File: config.mk
export PLATFORM = sky130hd
export DESIGN_NAME = arb_bridge
export DESIGN_NICKNAME = d
export VERILOG_FILES = /design/src/include/arb_pkg.sv /design/src/arb_bridge.sv
export SDC_FILE = /design/constraint.sdc
export NUM_CORES = 1
export LEC_CHECK = 0
export BUFFER_PORTS_ARGS = -buffer_cell sky130_fd_sc_hd__buf_2
export CAP_MARGIN = 20
export CORE_UTILIZATION = 55
export DETAILED_ROUTE_END_ITERATION = 8
export GPL_ROUTABILITY_DRIVEN = 0
export GPL_TIMING_DRIVEN = 0
export PLACE_DENSITY = 0.89
export SLEW_MARGIN = 40
export SYNTH_ARGS = -nofsm -noshare
export SYNTH_HDL_FRONTEND = slang
export SYNTH_SLANG_ARGS = --single-unit
File: constraint.sdc
create_clock -name clk -period 3.9 [get_ports clk]
set_clock_uncertainty 0.15 [all_clocks]
set_input_delay 0.195 -clock clk [delete_from_list [all_inputs] [get_ports clk]]
set_output_delay 0.195 -clock clk [all_outputs]
set_load 0.03 [all_outputs]
File: src/include/arb_pkg.sv
// How it works
// - write and read channels run independently.
// - latched write address/data reach register side.
// - register read word registered back to bus.
// - one shared register address, loaded per access.
// - never write and read registers together.
// - write strobe with address, data, lanes valid.
// - register address counts 32-bit words.
// - four byte lanes, bit 0 is bits 7:0.
// - read request raised with valid address.
// - address held from request until read valid.
// - read word with valid forwarded to bus.
// - four 0x200-byte areas: engine, mac, gen, check.
// - upper address bits select the submodule.
// - lower bits pick word, upper bits pick submodule.
// - byte lanes ignored; full words always written.
// - read valid is request delayed two flops.
// - engine area start holds write-only controls.
// - offset 0 bit 0 drives engine reset_n.
// - offset 4: mode bits 1:0, reply enable 16.
// - offset 8 supplies source MAC low word.
`default_nettype none
package arb_pkg;
  localparam int ADDR_W  = 11;           // byte address span 0x000-0x7FF
  localparam int WORD_AW = 9;            // word address width
  localparam int DATA_W  = 32;
  localparam int LANE_W  = 4;
  localparam int IDX_W   = 7;            // word index inside one area
  localparam int AREAS   = 4;
  // area codes from upper word-address bits
  localparam logic [1:0] AREA_ENGINE = 2'h0;
  localparam logic [1:0] AREA_MAC    = 2'h1;
  localparam logic [1:0] AREA_GEN    = 2'h2;
  localparam logic [1:0] AREA_CHK    = 2'h3;
  // byte offsets of the engine control registers
  localparam logic [ADDR_W-1:0] OFS_ENGINE_RESET = 11'h000;
  localparam logic [ADDR_W-1:0] OFS_NET_OPTION   = 11'h004;
  localparam logic [ADDR_W-1:0] OFS_SRC_MAC_LOW  = 11'h008;
  // field positions
  localparam int BIT_ENGINE_RESET = 0;
  localparam int BIT_MODE_LO      = 0;
  localparam int BIT_MODE_HI      = 1;
  localparam int BIT_ARP_REPLY    = 16;
  // values after reset
  localparam logic        RST_ENGINE_RESET_N = 1'h0;
  localparam logic [1:0]  RST_DEST_MODE      = 2'h0;
  localparam logic        RST_ARP_REPLY      = 1'h0;
  localparam logic [31:0] RST_SRC_MAC_LOW    = 32'h0;
  localparam logic [1:0]  RESP_OKAY          = 2'h0;
  localparam int          RD_LATENCY         = 2;
  // one register write as presented on the register side
  typedef struct packed {
    logic [DATA_W-1:0] word;
    logic [LANE_W-1:0] lanes;
  } arb_reg_wr_t;
  // engine input controls held by the register file
  typedef struct packed {
    logic        reset_n;
    logic [1:0]  dest_mode;
    logic        arp_reply;
    logic [31:0] src_mac_low;
  } arb_engine_ctrl_t;
endpackage
`default_nettype wire

File: src/arb_bridge.sv
`default_nettype none
module arb_bridge (
  input  wire logic                             clk,
  input  wire logic                             sys_rst,
  input  wire logic [arb_pkg::ADDR_W-1:0]       s_axi_awaddr,
  input  wire logic                             s_axi_awvalid,
  output logic                                  s_axi_awready,
  input  wire logic [arb_pkg::DATA_W-1:0]       s_axi_wdata,
  input  wire logic [arb_pkg::LANE_W-1:0]       s_axi_wstrb,
  input  wire logic                             s_axi_wvalid,
  output logic                                  s_axi_wready,
  output logic [1:0]                            s_axi_bresp,
  output logic                                  s_axi_bvalid,
  input  wire logic                             s_axi_bready,
  input  wire logic [arb_pkg::ADDR_W-1:0]       s_axi_araddr,
  input  wire logic                             s_axi_arvalid,
  output logic                                  s_axi_arready,
  output logic [arb_pkg::DATA_W-1:0]            s_axi_rdata,
  output logic [1:0]                            s_axi_rresp,
  output logic                                  s_axi_rvalid,
  input  wire logic                             s_axi_rready,
  output logic                                  engine_reset_n,
  output logic [1:0]                            dest_mac_mode_sel,
  output logic                                  arp_icmp_reply_en,
  output logic [31:0]                           source_mac_value
);
  // area code of a word address
  function automatic logic [1:0] area_of(
    input logic [arb_pkg::WORD_AW-1:0] a);
    area_of = a[arb_pkg::WORD_AW-1 -: 2];
  endfunction
  // word address of a byte address
  function automatic logic [arb_pkg::WORD_AW-1:0] word_of(
    input logic [arb_pkg::ADDR_W-1:0] a);
    word_of = a[arb_pkg::ADDR_W-1:2];
  endfunction

  // ---------------- write channel state ----------------
  logic                         aw_full_q, aw_full_d;     // address latched
  logic [arb_pkg::ADDR_W-1:0]   aw_addr_q, aw_addr_d;
  logic                         w_full_q, w_full_d;       // data latched
  arb_pkg::arb_reg_wr_t         w_hold_q, w_hold_d;
  logic                         wr_busy_q, wr_busy_d;     // issued, no resp yet
  logic                         bvalid_q, bvalid_d;
  logic                         awready_q, awready_d;
  logic                         wready_q, wready_d;
  logic                         wr_issue;                 // register write now
  // ---------------- read channel state ----------------
  logic                         ar_full_q, ar_full_d;
  logic [arb_pkg::ADDR_W-1:0]   ar_addr_q, ar_addr_d;
  logic                         rd_open_q, rd_open_d;     // ar taken, r not done
  logic                         rd_busy_q, rd_busy_d;     // register read running
  logic                         rvalid_q, rvalid_d;
  logic [arb_pkg::DATA_W-1:0]   rdata_q, rdata_d;
  logic                         arready_q, arready_d;
  logic                         rd_issue;                 // register read now
  // ---------------- register side ----------------
  logic [arb_pkg::WORD_AW-1:0]  reg_word_addr_q, reg_word_addr_d;
  logic                         reg_write_strobe_q, reg_write_strobe_d;
  arb_pkg::arb_reg_wr_t         reg_wr_q, reg_wr_d;       // word and lanes
  logic                         reg_read_request_q, reg_read_request_d;
  logic                         rreq_stage_q, rreq_stage_d;
  logic                         reg_read_valid_q, reg_read_valid_d;
  logic [arb_pkg::DATA_W-1:0]   sub_word_q [arb_pkg::AREAS];
  logic [arb_pkg::DATA_W-1:0]   sub_word_d [arb_pkg::AREAS];
  logic [1:0]                   sel_area_q, sel_area_d;   // second mux level
  logic [arb_pkg::DATA_W-1:0]   reg_read_word_q, reg_read_word_d;
  arb_pkg::arb_engine_ctrl_t    ctrl_q, ctrl_d;

  // issue arbitration: a running read owns the shared address, and a
  // pending write beats a pending read in the same cycle
  assign wr_issue = aw_full_q & w_full_q & ~wr_busy_q & ~rd_busy_q;
  assign rd_issue = ar_full_q & ~rd_busy_q & ~wr_issue;

  // write address and data captured independently
  always_comb begin
    aw_full_d = aw_full_q;
    aw_addr_d = aw_addr_q;
    w_full_d  = w_full_q;
    w_hold_d  = w_hold_q;
    wr_busy_d = wr_busy_q;
    bvalid_d  = bvalid_q;
    if (s_axi_awvalid && awready_q) begin
      aw_full_d = 1'b1;
      aw_addr_d = s_axi_awaddr;
    end
    if (s_axi_wvalid && wready_q) begin
      w_full_d = 1'b1;
      w_hold_d = '{word: s_axi_wdata, lanes: s_axi_wstrb};
    end
    if (wr_issue) begin                           // handed to register side
      aw_full_d = 1'b0;
      w_full_d  = 1'b0;
      wr_busy_d = 1'b1;
    end
    // response only once the strobe has been on the register side
    if (reg_write_strobe_q) begin
      bvalid_d = 1'b1;
    end else if (bvalid_q && s_axi_bready) begin
      bvalid_d  = 1'b0;
      wr_busy_d = 1'b0;
    end
    // one write outstanding: no new beat until the response is taken
    awready_d = ~aw_full_d & ~wr_busy_d;
    wready_d  = ~w_full_d & ~wr_busy_d;
  end

  // write channel registers
  always_ff @(posedge clk) begin
    if (sys_rst) begin
      aw_full_q <= 1'b0;
      aw_addr_q <= '0;
      w_full_q  <= 1'b0;
      w_hold_q  <= '0;
      wr_busy_q <= 1'b0;
      bvalid_q  <= 1'b0;
      awready_q <= 1'b0;
      wready_q  <= 1'b0;
    end else begin
      aw_full_q <= aw_full_d;
      aw_addr_q <= aw_addr_d;
      w_full_q  <= w_full_d;
      w_hold_q  <= w_hold_d;
      wr_busy_q <= wr_busy_d;
      bvalid_q  <= bvalid_d;
      awready_q <= awready_d;
      wready_q  <= wready_d;
    end
  end

  // read address capture and read data return
  always_comb begin
    ar_full_d = ar_full_q;
    ar_addr_d = ar_addr_q;
    rd_open_d = rd_open_q;
    rd_busy_d = rd_busy_q;
    rvalid_d  = rvalid_q;
    rdata_d   = rdata_q;
    if (s_axi_arvalid && arready_q) begin
      ar_full_d = 1'b1;
      ar_addr_d = s_axi_araddr;
      rd_open_d = 1'b1;
    end
    if (rd_issue) begin
      ar_full_d = 1'b0;
      rd_busy_d = 1'b1;
    end
    if (reg_read_valid_q) begin
      rd_busy_d = 1'b0;
      rvalid_d  = 1'b1;
      rdata_d   = reg_read_word_q;
    end else if (rvalid_q && s_axi_rready) begin
      rvalid_d  = 1'b0;
      rd_open_d = 1'b0;
    end
    arready_d = ~rd_open_d;
  end

  // read channel registers
  always_ff @(posedge clk) begin
    if (sys_rst) begin
      ar_full_q <= 1'b0;
      ar_addr_q <= '0;
      rd_open_q <= 1'b0;
      rd_busy_q <= 1'b0;
      rvalid_q  <= 1'b0;
      rdata_q   <= '0;
      arready_q <= 1'b0;
    end else begin
      ar_full_q <= ar_full_d;
      ar_addr_q <= ar_addr_d;
      rd_open_q <= rd_open_d;
      rd_busy_q <= rd_busy_d;
      rvalid_q  <= rvalid_d;
      rdata_q   <= rdata_d;
      arready_q <= arready_d;
    end
  end

  // first mux level: each area loads zero on a read request, low bits unused; the
  // engine controls are write-only and the other areas live elsewhere,
  // so every area answers zero here
  genvar g;
  generate
    for (g = 0; g < arb_pkg::AREAS; g++) begin : g_sub
      always_comb begin
        sub_word_d[g] = sub_word_q[g];
        if (reg_read_request_q) begin
          sub_word_d[g] = '0;
        end
      end
      always_ff @(posedge clk) begin
        if (sys_rst) begin
          sub_word_q[g] <= '0;
        end else begin
          sub_word_q[g] <= sub_word_d[g];
        end
      end
    end
  endgenerate

  // register side: shared address, strobes, two-stage read timing
  always_comb begin
    reg_word_addr_d    = reg_word_addr_q;         // held while reading
    reg_wr_d           = reg_wr_q;
    reg_write_strobe_d = wr_issue;
    reg_read_request_d = rd_issue;
    if (wr_issue) begin
      reg_word_addr_d = word_of(aw_addr_q);
      reg_wr_d        = w_hold_q;
    end else if (rd_issue) begin
      reg_word_addr_d = word_of(ar_addr_q);
    end
    rreq_stage_d     = reg_read_request_q;
    reg_read_valid_d = rreq_stage_q;
    sel_area_d       = area_of(reg_word_addr_q);
    reg_read_word_d  = reg_read_word_q;
    if (rreq_stage_q) begin
      reg_read_word_d = sub_word_q[sel_area_q];
    end
    // byte lanes are carried but the file writes whole words
    ctrl_d = ctrl_q;
    if (reg_write_strobe_q &&
        area_of(reg_word_addr_q) == arb_pkg::AREA_ENGINE) begin
      case (reg_word_addr_q)
        word_of(arb_pkg::OFS_ENGINE_RESET): begin
          ctrl_d.reset_n =
            reg_wr_q.word[arb_pkg::BIT_ENGINE_RESET];
        end
        word_of(arb_pkg::OFS_NET_OPTION): begin
          ctrl_d.dest_mode = reg_wr_q.word[arb_pkg::BIT_MODE_HI:
                                           arb_pkg::BIT_MODE_LO];
          ctrl_d.arp_reply =
            reg_wr_q.word[arb_pkg::BIT_ARP_REPLY];
        end
        word_of(arb_pkg::OFS_SRC_MAC_LOW): begin
          ctrl_d.src_mac_low = reg_wr_q.word;
        end
        default: begin
          ctrl_d = ctrl_q;                            // unmapped: no effect
        end
      endcase
    end
  end

  // register side registers
  always_ff @(posedge clk) begin
    if (sys_rst) begin
      reg_word_addr_q    <= '0;
      reg_wr_q           <= '0;
      reg_write_strobe_q <= 1'b0;
      reg_read_request_q <= 1'b0;
      rreq_stage_q       <= 1'b0;
      reg_read_valid_q   <= 1'b0;
      sel_area_q         <= arb_pkg::AREA_ENGINE;
      reg_read_word_q    <= '0;
      ctrl_q             <= '{reset_n:     arb_pkg::RST_ENGINE_RESET_N,
                              dest_mode:   arb_pkg::RST_DEST_MODE,
                              arp_reply:   arb_pkg::RST_ARP_REPLY,
                              src_mac_low: arb_pkg::RST_SRC_MAC_LOW};
    end else begin
      reg_word_addr_q    <= reg_word_addr_d;
      reg_wr_q           <= reg_wr_d;
      reg_write_strobe_q <= reg_write_strobe_d;
      reg_read_request_q <= reg_read_request_d;
      rreq_stage_q       <= rreq_stage_d;
      reg_read_valid_q   <= reg_read_valid_d;
      sel_area_q         <= sel_area_d;
      reg_read_word_q    <= reg_read_word_d;
      ctrl_q             <= ctrl_d;
    end
  end

  // outputs straight from flops; bresp and rresp tied to RESP_OKAY
  assign s_axi_awready     = awready_q;
  assign s_axi_wready      = wready_q;
  assign s_axi_bvalid      = bvalid_q;
  assign s_axi_bresp       = arb_pkg::RESP_OKAY;
  assign s_axi_arready     = arready_q;
  assign s_axi_rvalid      = rvalid_q;
  assign s_axi_rdata       = rdata_q;
  assign s_axi_rresp       = arb_pkg::RESP_OKAY;
  assign engine_reset_n    = ctrl_q.reset_n;
  assign dest_mac_mode_sel = ctrl_q.dest_mode;
  assign arp_icmp_reply_en = ctrl_q.arp_reply;
  assign source_mac_value  = ctrl_q.src_mac_low;
endmodule
`default_nettype wire

==> impl_summary.txt, run 1 <==
----------------------------------------------------
[Clock network]
  Clock root cell ... sky130_fd_sc_hd__clkbuf_8
  CTS Sinks ... 142
  CTS tree ... built
  Post-CTS Setup Repair Bufs ... 0
  Buffer levels on the longest clock path ... 2
  Total of cells resized after clock tree synthesis ... 0
  Clock transition at the registers of the reported paths ... 0.06 ns
  CTS hold repair buffers ... 59
  Clock network latency to the later pin of the worst-skew pair ... 0.54 ns
  Clock buffer count from CTS ... 17
  Count of H-tree levels built during CTS ... 4

[Logic synthesis]
  Number of warnings printed during yosys synthesis ... 0
  Cell types with the largest area share after synthesis ... sky130_fd_sc_hd__dfxtp_1 50%, sky130_fd_sc_hd__nand2_1 11%, sky130_fd_sc_hd__a21oi_1 7.7%
  Cell area after technology mapping ... 5640 um^2
  Cells after synthesis ... 636
  Post-synthesis cell type count ... 31
  Number of synthesized register bits ... 142
  Fraction of synthesized cell area taken by the top area cell type ... 0.5040
  Syn_area_per_cell ... 8.869 um^2
  Cell type contributing the most total cell area after synthesis ... sky130_fd_sc_hd__dfxtp_1
  Sequential-to-total area share from yosys stat ... 0.5040

[Global route]
  Maximum number of pins on one net before global-route repair ... 17
  Number of antenna violations at the first check in global routing ... 1
  Global-route wire length before repair ... 26.76 mm
  Global router's overall resource usage ... 0.3422
  Grt total ovfl ... 0
  Via count of the first global-routing pass ... 5373

[STA]
  Unrepaired setup endpoints after global routing ... no
  Aggregate negative setup slack ... 0 ns
  Max_slew headroom ... 0.5322
  Transition time of the tightest slew-check pin ... 0.6979 ns
  Final cycle utilization of the critical path ... 0.5010
  Final worst path period need ... 1.954 ns
  Setup violations, final ... 0
  Maximum achievable frequency ... 511.8 MHz
  Final Hold Fails ... 0
  Setup slack after layout ... 1.946 ns
  Pins Over Slew Limit ... 0

[Layout]
  Fraction of final layout cells with drive strength greater than 1 ... 0.2119
  Commonest cells after routing, fill and taps aside ... 167 x sky130_fd_sc_hd__nand2_1, 142 x sky130_fd_sc_hd__dfxtp_1, 102 x sky130_fd_sc_hd__buf_2
  Layout overhead on the synthesized area ... 35.71%
  Most common cell after layout, fill and taps aside ... sky130_fd_sc_hd__nand2_1
  Post-route cell area ... 7655 um^2
  Filler Cell Count ... 551
  Final-stage net count ... 911
  Final Core Density ... 0.7760

[Route]
  Detailed-routed wire length on met3 ... 1.716 mm
  Via Count ... 5540
  DR DRC count ... 0
  Final routed wire length divided by cell count ... 17.24 um
  DRT Wirelength ... 17.12 mm
  Vias per Instance ... 5.579
  Initial DRC Count ... 534
  M1 wire length ... 5.885 mm
  Max Used Layer ... met4
  First-pass iteration count of the detailed router ... 7
  Met2 wirelength from detailed routing ... 8.064 mm
  Remaining antenna violation count ... 0

[Worst hold path]
  Type of the worst min-delay path ... in2reg

[Outcome]
  Run status ... complete, no violations

[Floorplanning]
  Initial cell density of the core ... 0.5718
  Die area ... 10660 um^2
  I/O Pins ... 142
  Row Count ... 36
  Std-Cell Core Area ... 9864 um^2
  Die Width ... 103.3 um
  Die Y ... 103.3 um

[Power and ir drop]
  Part of the power in the clock network ... 0.488
  Worst voltage drop across the vdd grid ... 0.2998 mV
  Comb pwr share ... 0.091
  Sw power ... 0.0008396 W
  Switch share ... 0.2328
  Fraction of power consumed by sequential logic ... 0.422
  Total leakage power ... 3.345 nW
  Internal Dissipation ... 0.002767 W
  Ratio of total power to cell area ... 471.2 nW/um^2

[Critical path]
  Crit-path cells ... nand4bb_1, buf_4, clkbuf_1, nand2_1, a21oi_1
  CP Data Required Time ... 4.18 ns
  Critical path class ... reg2reg
  Arrival time reported for the critical path endpoint ... 2.23 ns
  Category of the worst setup path launch point ... flop
  Worst-path fanout max ... 10
  Master of the slowest instance on the critical path ... sky130_fd_sc_hd__dfxtp_1
  CP max stage delay ... 0.46 ns
  CP Capture Type ... flop

[Flow run]
  Total of max-cap violations ... 0

[Placement]
  Placed Instance Area ... 6424 um^2
  Setup slack at placement ... 2.158 ns
  IO buf count ... 97
  Detailed-placement wirelength estimate ... 9.219 mm

----------------------------------------------------
[logic make-up (layout without fill, tap and decap cells)]
family / after synthesis / in the layout / synth area share
AOI/OAI and AO/OA: 99 / 99 / 0.09694
other: 1 / 37 / 0.0006648
and+or+nand+nor: 276 / 276 / 0.2445
muxes: 37 / 37 / 0.06566
DFF: 142 / 142 / 0.5040
buffers and inverters: 81 / 269 / 0.08829
[cell usage after synthesis (all sizes together)]
| cell type | number |
|---|---|
| a211oi | 2 |
| a21oi | 87 |
| a221o | 8 |
| and2 | 3 |
| and3 | 1 |
| and4bb | 1 |
| buf | 52 |
| clkbuf | 26 |
| conb | 1 |
| dfxtp | 142 |
| inv | 3 |
| mux2i | 37 |
| nand2 | 167 |
| nand2b | 68 |
| nand3 | 1 |
| nand3b | 2 |
| nand4b | 2 |
| nand4bb | 1 |
| nor2 | 9 |
| nor2b | 5 |
| nor3 | 6 |
| nor4 | 1 |
| nor4b | 9 |
| o21ai | 1 |
| o32a | 1 |
[path summary, 6_finish.rpt]
path                                       start                 end  cells after the start  slack, ns
worst max-delay path                   rd_busy_q        reg_wr_q[22]                      5       1.95
worst min register to register  reg_read_valid_d    reg_read_valid_q                      1       0.29
worst max register to register         rd_busy_q        reg_wr_q[22]                      5       1.95
worst min-delay path                     sys_rst  reg_write_strobe_q                      3       0.11
[flip-flops by register name, summed over array words and instances, names as in the netlist, 2 cells and up]
signal and cells:
reg_wr_q 32, source_mac_value 32, w_hold_q 32, ar_addr_q 9, aw_addr_q 9, reg_word_addr_q 9
dest_mac_mode_sel 2
[layout make-up]
| cell class | instances | area (um^2) | area share |
|---|---|---|---|
| Timing Repair Buffer | 156 | 1076 | 0.1406 |
| Tap cell | 133 | 166.4 | 0.02174 |
| Clock inverter | 9 | 181.4 | 0.02370 |
| Sequential cell | 142 | 2843 | 0.3714 |
| Clock buffer | 23 | 456.7 | 0.05966 |
| Inverter | 3 | 11.26 | 0.001471 |
| Multi-Input combinational cell | 448 | 2431 | 0.3176 |
| Antenna cell | 1 | 2.502 | 0.0003269 |
| Buffer | 78 | 486.7 | 0.06358 |
[worst max-delay path, delay by kind of cell (launching register included)]
kind	cells	cell delay (ns)
buffers and inverters	2	0.60
DFF	1	0.46
and+or+nand+nor	2	0.35
AOI/OAI and AO/OA	1	0.28
[layer usage]
layer  up-vias  track usage
li1       2436            -
met1      2503       0.3678
met2       431       0.5585
met3       170       0.1122
met4         0       0.2676
met5         -            0
[power groups by stage]
stage                     registers [W]  clock network, W  logic (W)
final                           0.00152           0.00176   0.000328
after global routing            0.00152           0.00182   0.000352
after global placement          0.00154                 0   0.000252
after detailed placement        0.00155                 0   0.000258
after floorplan                 0.00155                 0   0.000184
after CTS                       0.00151           0.00174   0.000308
[stage by stage]
stage / instances / hold slack, ns / total power (W)
after floorplan: 671 / 0.1810 / 0.001730
after global placement: 901 / 0.2743 / 0.001795
after detailed placement: 901 / 0.2801 / 0.001803
final: 993 / 0.1115 / 0.003607
after CTS: 992 / 0.05426 / 0.003563
after global routing: 993 / 0.1135 / 0.003691
Note: power is estimated with default switching activity, not from simulation.
==> run 2, diff against run 1 <==
--- a/config.mk
+++ b/config.mk
@@ -7,11 +7,11 @@
 export LEC_CHECK = 0
 export BUFFER_PORTS_ARGS = -buffer_cell sky130_fd_sc_hd__buf_2
 export CAP_MARGIN = 20
-export CORE_UTILIZATION = 55
+export CORE_UTILIZATION = 48
 export DETAILED_ROUTE_END_ITERATION = 8
 export GPL_ROUTABILITY_DRIVEN = 0
 export GPL_TIMING_DRIVEN = 0
-export PLACE_DENSITY = 0.89
+export PLACE_DENSITY = 0.83
 export SLEW_MARGIN = 40
 export SYNTH_ARGS = -nofsm -noshare
 export SYNTH_HDL_FRONTEND = slang
==> constraint.sdc (replaced) <==
create_clock -name clk -period 1.6 [get_ports clk]
set_clock_uncertainty 0.15 [all_clocks]
set_input_delay 0.08 -clock clk [delete_from_list [all_inputs] [get_ports clk]]
set_output_delay 0.08 -clock clk [all_outputs]
set_load 0.03 [all_outputs]
==> impl_summary.txt, run 2 (same netlist as run 1, synthesis figures left out) <==
----------------------------------------------------
[Clock network]
  Clock buffer count from CTS ... 17 (unchanged)
  CTS Sinks ... 142 (unchanged)
  Clock transition at the registers of the reported paths ... 0.06 ns (about the same)
  Clock network latency to the later pin of the worst-skew pair ... 0.42 ns (-0.12 ns)
  Buffer levels on the longest clock path ... 2 (unchanged)
  Clock root cell ... sky130_fd_sc_hd__clkbuf_16
  CTS tree ... built
  Count of H-tree levels built during CTS ... 4 (unchanged)

[Route]
  Remaining antenna violation count ... 0 (unchanged)
  Initial DRC Count ... 362 (-32%)
  First-pass iteration count of the detailed router ... 5 (-2)
  DRT Wirelength ... 14.26 mm (-17%)
  DR DRC count ... 0 (unchanged)
  Vias per Instance ... 4.877 (-13%)
  Final routed wire length divided by cell count ... 14.17 um (-18%)
  Via Count ... 4906 (-11%)

[Layout]
  Most common cell after layout, fill and taps aside ... sky130_fd_sc_hd__nand2_1
  Final Core Density ... 0.6759 (-0.1001)
  Post-route cell area ... 7717 um^2 (+0.82%)
  Fraction of final layout cells with drive strength greater than 1 ... 0.2364 (+0.02451)
  Commonest cells after routing, fill and taps aside ... 167 x sky130_fd_sc_hd__nand2_1, 138 x sky130_fd_sc_hd__dfxtp_1, 102 x sky130_fd_sc_hd__buf_2
  Layout overhead on the synthesized area ... 36.82%
  Diode insertion count for antenna repair ... 0 (-1)
  Final-stage net count ... 915 (+0.44%)

[STA]
  Final Hold Fails ... 0 (unchanged)
  Final cycle utilization of the critical path ... 0.9899 (+0.4889)
  Final worst path period need ... 1.584 ns (-0.3701 ns)
  Final hold slack ... 0.06936 ns (-0.04214 ns)
  Transition time of the tightest slew-check pin ... 0.6499 ns (-0.04800 ns)
  Unrepaired setup endpoints after global routing ... yes
  Setup violations, final ... 0 (unchanged)
  Pins Over Slew Limit ... 0 (unchanged)
  Maximum achievable frequency ... 631.4 MHz (+23%)
  Max_slew headroom ... 0.5644 (+0.03218)

[Floorplanning]
  Row Count ... 39 (+8.3%)
  Die Width ... 110.4 um (+6.9%)
  I/O Pins ... 142 (unchanged)
  Die area ... 12190 um^2 (+14%)
  Initial cell density of the core ... 0.4940 (-0.07782)
  Std-Cell Core Area ... 11420 um^2 (+16%)
  Die Y ... 110.4 um (+6.9%)

[Global route]
  Number of antenna violations at the first check in global routing ... 0 (-1)
  Global router's overall resource usage ... 0.2327 (-0.1094)
  Maximum number of pins on one net before global-route repair ... 18 (+1)
  Grt total ovfl ... 0 (unchanged)
  Global-route wire length before repair ... 22.42 mm (-16%)
  Via count of the first global-routing pass ... 4722 (-12%)

[Placement]
  Placed Instance Area ... 6436 um^2 (+0.19%)
  IO buf count ... 97 (unchanged)
  Detailed-placement wirelength estimate ... 8.799 mm (-4.6%)

[Critical path]
  Critical path class ... reg2reg
  CP Capture Type ... flop
  Arrival time reported for the critical path endpoint ... 1.77 ns (-0.46 ns)
  Category of the worst setup path launch point ... flop
  Worst-path fanout max ... 10 (unchanged)
  CP Data Required Time ... 1.79 ns (-2.39 ns)

[Power and ir drop]
  Worst voltage drop across the vdd grid ... 0.6126 mV (+100%)
  Post-route total power ... 0.008199 W (+130%)
  Total leakage power ... 3.374 nW (+0.85%)
  Ratio of total power to cell area ... 1062 nW/um^2 (+130%)

[Outcome]
  Run status ... complete, no violations

[Worst hold path]
  Type of the worst min-delay path ... in2reg

[Flow run]
  Total of max-cap violations ... 0 (unchanged)

----------------------------------------------------
run 2: cell count changes in the layout (fill, tap and decap cells not counted), moves of 2 or more:
cell	previous run	this run
sky130_fd_sc_hd__clkinv_4	0	2
sky130_fd_sc_hd__clkbuf_16	16	19
sky130_fd_sc_hd__clkinv_2	0	3
sky130_fd_sc_hd__clkbuf_2	0	3
sky130_fd_sc_hd__buf_12	0	4
sky130_fd_sc_hd__dlygate4sd3_1	59	55
sky130_fd_sc_hd__bufinv_16	5	1
sky130_fd_sc_hd__clkbuf_1	30	21
sky130_fd_sc_hd__dfxtp_1	142	138
sky130_fd_sc_hd__dfxtp_2	0	4
sky130_fd_sc_hd__buf_4	40	44
sky130_fd_sc_hd__clkinvlp_4	3	6
run 2: what timing repair did:
action | 4_1_cts | 5_1_grt
resized for setup | 1 | 21
endpoints found under the hold margin | 58 | 0
setup buffers | 0 | 7
gates cloned | 0 | 2
pin swaps | 0 | 3
endpoints found under the setup margin | 11 | 80
hold buffers | 55 | 0
run 2: layout make-up:
class / count / area (um^2)
Clock inverter: 13 / 116.4
Sequential cell: 142 / 2848
Tap cell: 143 / 178.9
Inverter: 3 / 11.26
Clock buffer: 19 / 452.9
Timing Repair Buffer: 161 / 1151
Fill cell: 870 / 3701
Multi-Input combinational cell: 448 / 2435
Buffer: 77 / 524.3
run 2: metal layers:
| layer | up-vias | global-route usage | part of all wire |
|---|---|---|---|
| met4 | 0 | 0.1218 | 0.032 |
| met1 | 2246 | 0.2833 | 0.43 |
| li1 | 2442 | - | - |
| met2 | 177 | 0.3826 | 0.49 |
| met5 | - | 0 | 0 |
| met3 | 41 | 0.05379 | 0.052 |
run 2: critical path, stage by stage, from the launching register on:
cell and delay (ns):
sky130_fd_sc_hd__dfxtp_2 0.34, sky130_fd_sc_hd__nor4b_4 0.36, sky130_fd_sc_hd__nand4b_4 0.16, sky130_fd_sc_hd__buf_12 0.18, sky130_fd_sc_hd__buf_12 0.15, sky130_fd_sc_hd__mux2i_1 0.17
run 2: final timing paths:
kind,startpoint,depth (start not counted),slack [ns],to
setup / recovery,reg_word_addr_q[3],5,0.02,source_mac_value[25]
hold / removal,sys_rst,3,0.07,reg_write_strobe_q
setup reg to reg,reg_word_addr_q[3],5,0.02,source_mac_value[25]
hold reg to reg,reg_read_valid_d,1,0.29,reg_read_valid_q
run 2: power by group:
group	switching [W]	internal, W	leakage (nW)
Combinational	0.000438	0.000333	1.96
Sequential	0.0000603	0.00363	1.15
Clock	0.00152	0.00222	0.263
run 2: stage by stage:
step,std cells,setup WS [ns],setup TNS (ns)
detailed placement,911,-0.09321,-2.152
CTS,997,0.003306,0
finish,1006,0.01622,0
global placement,911,-0.07660,-0.7000
global route,1006,-0.04898,-0.4934
floorplan,671,0.08725,0
==> run 3, diff against run 2 <==
--- a/config.mk
+++ b/config.mk
@@ -7,11 +7,12 @@
 export LEC_CHECK = 0
 export BUFFER_PORTS_ARGS = -buffer_cell sky130_fd_sc_hd__buf_2
 export CAP_MARGIN = 20
-export CORE_UTILIZATION = 48
+export CORE_UTILIZATION = 50
+export CTS_BUF_LIST = sky130_fd_sc_hd__clkbuf_8
 export DETAILED_ROUTE_END_ITERATION = 8
 export GPL_ROUTABILITY_DRIVEN = 0
 export GPL_TIMING_DRIVEN = 0
-export PLACE_DENSITY = 0.83
+export PLACE_DENSITY = 0.86
 export SLEW_MARGIN = 40
 export SYNTH_ARGS = -nofsm -noshare
 export SYNTH_HDL_FRONTEND = slang
==> constraint.sdc (replaced) <==
create_clock -name clk -period 1.4 [get_ports clk]
set_clock_uncertainty 0.15 [all_clocks]
set_input_delay 0.07 -clock clk [delete_from_list [all_inputs] [get_ports clk]]
set_output_delay 0.07 -clock clk [all_outputs]
set_load 0.03 [all_outputs]
==> impl_summary.txt, run 3 (same netlist as run 1, synthesis figures left out) <==
----------------------------------------------------
[Outcome]
  Run status ... complete, but fails checks
  Failing checks ... setup timing

[Placement]
  Placed Instance Area ... 6439 um^2 (about the same)
  IO buf count ... 97 (unchanged)
  Detailed-placement wirelength estimate ... 8.901 mm (+1.2%)

[Floorplanning]
  I/O Pins ... 142 (unchanged)
  Std-Cell Core Area ... 10940 um^2 (-4.2%)
  Initial cell density of the core ... 0.5158 (+0.02182)
  Die area ... 11710 um^2 (-3.9%)
  Row Count ... 38 (-2.6%)
  Die Width ... 108.2 um (-2.0%)
  Die Y ... 108.2 um (-2.0%)

[Worst hold path]
  Type of the worst min-delay path ... in2reg
  Number of cells on the worst hold path ... 4 (+1)

[Global route]
  Global-route wire length before repair ... 25.67 mm (+14%)
  Grt total ovfl ... 0 (unchanged)
  Via count of the first global-routing pass ... 5159 (+9.3%)
  Number of antenna violations at the first check in global routing ... 0 (unchanged)
  Global router's overall resource usage ... 0.2910 (+0.05827)
  Maximum number of pins on one net before global-route repair ... 17 (-1)

[Route]
  DRT Wirelength ... 18.04 mm (+27%)
  Via Count ... 5484 (+12%)
  First-pass iteration count of the detailed router ... 6 (+1)
  Final routed wire length divided by cell count ... 17.70 um (+25%)
  DR DRC count ... 0 (unchanged)
  Remaining antenna violation count ... 0 (unchanged)
  Vias per Instance ... 5.382 (+10%)
  Initial DRC Count ... 445 (+23%)

[Power and ir drop]
  Switch share ... 0.2672 (+0.02120)
  Internal Dissipation ... 0.006200 W (+0.29%)
  Total leakage power ... 3.665 nW (+8.6%)
  Part of the power in the clock network ... 0.373 (-0.083)
  Sw power ... 0.002261 W (+12%)
  Fraction of power consumed by sequential logic ... 0.502 (+0.052)
  Comb pwr share ... 0.125 (+0.031)
  Ratio of total power to cell area ... 1041 nW/um^2 (-2.0%)
  Worst voltage drop across the vdd grid ... 0.5890 mV (-3.8%)

[Critical path]
  Cell count of the worst reg-to-reg path ... 4 (-1)
  CP max stage delay ... 0.38 ns (+0.02 ns)
  Kind of cell adding the most delay to the critical path ... simple AND/OR/NAND/NOR gates
  Master of the slowest instance on the critical path ... sky130_fd_sc_hd__nor4_4
  Count of cell instances traversed by the critical path ... 4 (-1)
  Worst-path fanout max ... 10 (unchanged)
  CP Capture Type ... flop
  Crit-path cells ... nor4_4, nand4b_4, buf_6, mux2i_2
  CP Buf/Inv Count ... 1 (-1)
  CP Data Required Time ... 1.59 ns (-0.20 ns)
  Critical path class ... reg2reg
  Arrival time reported for the critical path endpoint ... 1.88 ns (+0.11 ns)
  Category of the worst setup path launch point ... flop

[Clock network]
  Clock transition at the registers of the reported paths ... 0.09 ns (+0.03 ns)
  Clock root cell ... sky130_fd_sc_hd__clkbuf_8
  Clock network latency to the later pin of the worst-skew pair ... 0.44 ns (+0.02 ns)
  Buffer levels on the longest clock path ... 2 (unchanged)
  CTS tree ... built
  CTS Sinks ... 142 (unchanged)
  Clock buffer count from CTS ... 17 (unchanged)
  Count of H-tree levels built during CTS ... 4 (unchanged)

[Flow run]
  Total of max-cap violations ... 0 (unchanged)

[STA]
  Maximum achievable frequency ... 590.7 MHz (-6.4%)
  Setup violations, final ... 85 (+85)
  Final hold slack ... 0.1803 ns (+0.1109 ns)
  Final worst path period need ... 1.693 ns (+0.1091 ns)
  Transition time of the tightest slew-check pin ... 0.7233 ns (+0.07340 ns)
  Unrepaired setup endpoints after global routing ... yes
  Final cycle utilization of the critical path ... 1.209 (+0.2193)
  Final Hold Fails ... 0 (unchanged)
  Setup slack after layout ... -0.2929 ns (-0.3091 ns)
  Pins Over Slew Limit ... 0 (unchanged)
  Max_slew headroom ... 0.5178 (-0.04657)
  Aggregate negative setup slack ... -13.72 ns (-13.72 ns)

[Layout]
  Fraction of final layout cells with drive strength greater than 1 ... 0.3379 (+0.1015)
  Post-route cell area ... 8130 um^2 (+5.4%)
  Layout overhead on the synthesized area ... 44.14%
  Commonest cells after routing, fill and taps aside ... 147 x sky130_fd_sc_hd__nand2_1, 132 x sky130_fd_sc_hd__dfxtp_1, 99 x sky130_fd_sc_hd__buf_2
  Diode insertion count for antenna repair ... 0 (unchanged)
  Most common cell after layout, fill and taps aside ... sky130_fd_sc_hd__nand2_1
  Final-stage net count ... 932 (+1.9%)
  Final Core Density ... 0.7435 (+0.06761)

----------------------------------------------------
run 3: cell count changes in the layout (fill, tap and decap cells not counted), moves of 17 or more:
cell                        before  now
sky130_fd_sc_hd__a21oi_2         0   22
sky130_fd_sc_hd__nand2_1       167  147
sky130_fd_sc_hd__clkbuf_8        2   19
sky130_fd_sc_hd__a21oi_1        87   64
sky130_fd_sc_hd__clkbuf_16      19    0
run 3: worst reg2reg max path, stage by stage, from the launching register on:
cell,delay (ns)
sky130_fd_sc_hd__dfxtp_2,0.34
sky130_fd_sc_hd__nor4_4,0.38
sky130_fd_sc_hd__nand4b_4,0.22
sky130_fd_sc_hd__buf_6,0.22
sky130_fd_sc_hd__mux2i_2,0.28
run 3: per-layer routing:
metal,vias to the layer above,routed length (um),GRT usage,share of wire
met5,-,0,0,0
met4,0,1084,0.1800,0.060
met3,108,1466,0.05666,0.081
met2,349,8576,0.4909,0.48
met1,2550,6908,0.3394,0.38
li1,2477,-,-,-
run 3: per-stage QoR:
stage | cells | total power, W | worst slack, ns
after CTS | 1020 | 0.008253 | -0.1555
after global placement | 908 | 0.005018 | -0.2804
after global routing | 1019 | 0.008693 | -0.3642
after detailed placement | 908 | 0.005032 | -0.3124
after floorplan | 671 | 0.004822 | -0.01109
final | 1019 | 0.008461 | -0.2929
run 3: layout make-up:
| cell class | instances | area, um^2 |
|---|---|---|
| sequential | 142 | 2860 |
| fill | 697 | 2805 |
| multi-input combinational | 448 | 2778 |
| timing repair buffer | 181 | 1393 |
| buffer | 74 | 539.3 |
| clock buffer | 18 | 247.7 |
| tap | 140 | 175.2 |
| clock inverter | 13 | 126.4 |
| inverter | 3 | 11.26 |
run 3: timing repair:
| item | CTS | global route |
|---|---|---|
| gates cloned | 5 | 0 |
| setup endpoints to repair | 105 | 133 |
| endpoints found under the hold margin | 59 | 0 |
| resized for setup | 59 | 103 |
| buffers inserted | 22 | 7 |
| pin swaps | 14 | 46 |
| hold buffers | 55 | 0 |
run 3: worst paths after layout:
check / from / to / slack (ns)
min reg2reg: reg_read_request_q / reg_read_valid_d / 0.30
max reg2reg: reg_word_addr_q[7] / source_mac_value[15] / -0.29
min: sys_rst / reg_word_addr_q[5] / 0.18
max: reg_word_addr_q[7] / source_mac_value[15] / -0.29
run 3: power by group through the flow:
stage / Combinational (W) / Clock [W] / Sequential [W]
after global placement: 0.000717 / 0 / 0.00430
final: 0.00106 / 0.00316 / 0.00424
after global routing: 0.00112 / 0.00332 / 0.00425
after detailed placement: 0.000727 / 0 / 0.00431
after CTS: 0.000942 / 0.00310 / 0.00421
after floorplan: 0.000513 / 0 / 0.00431
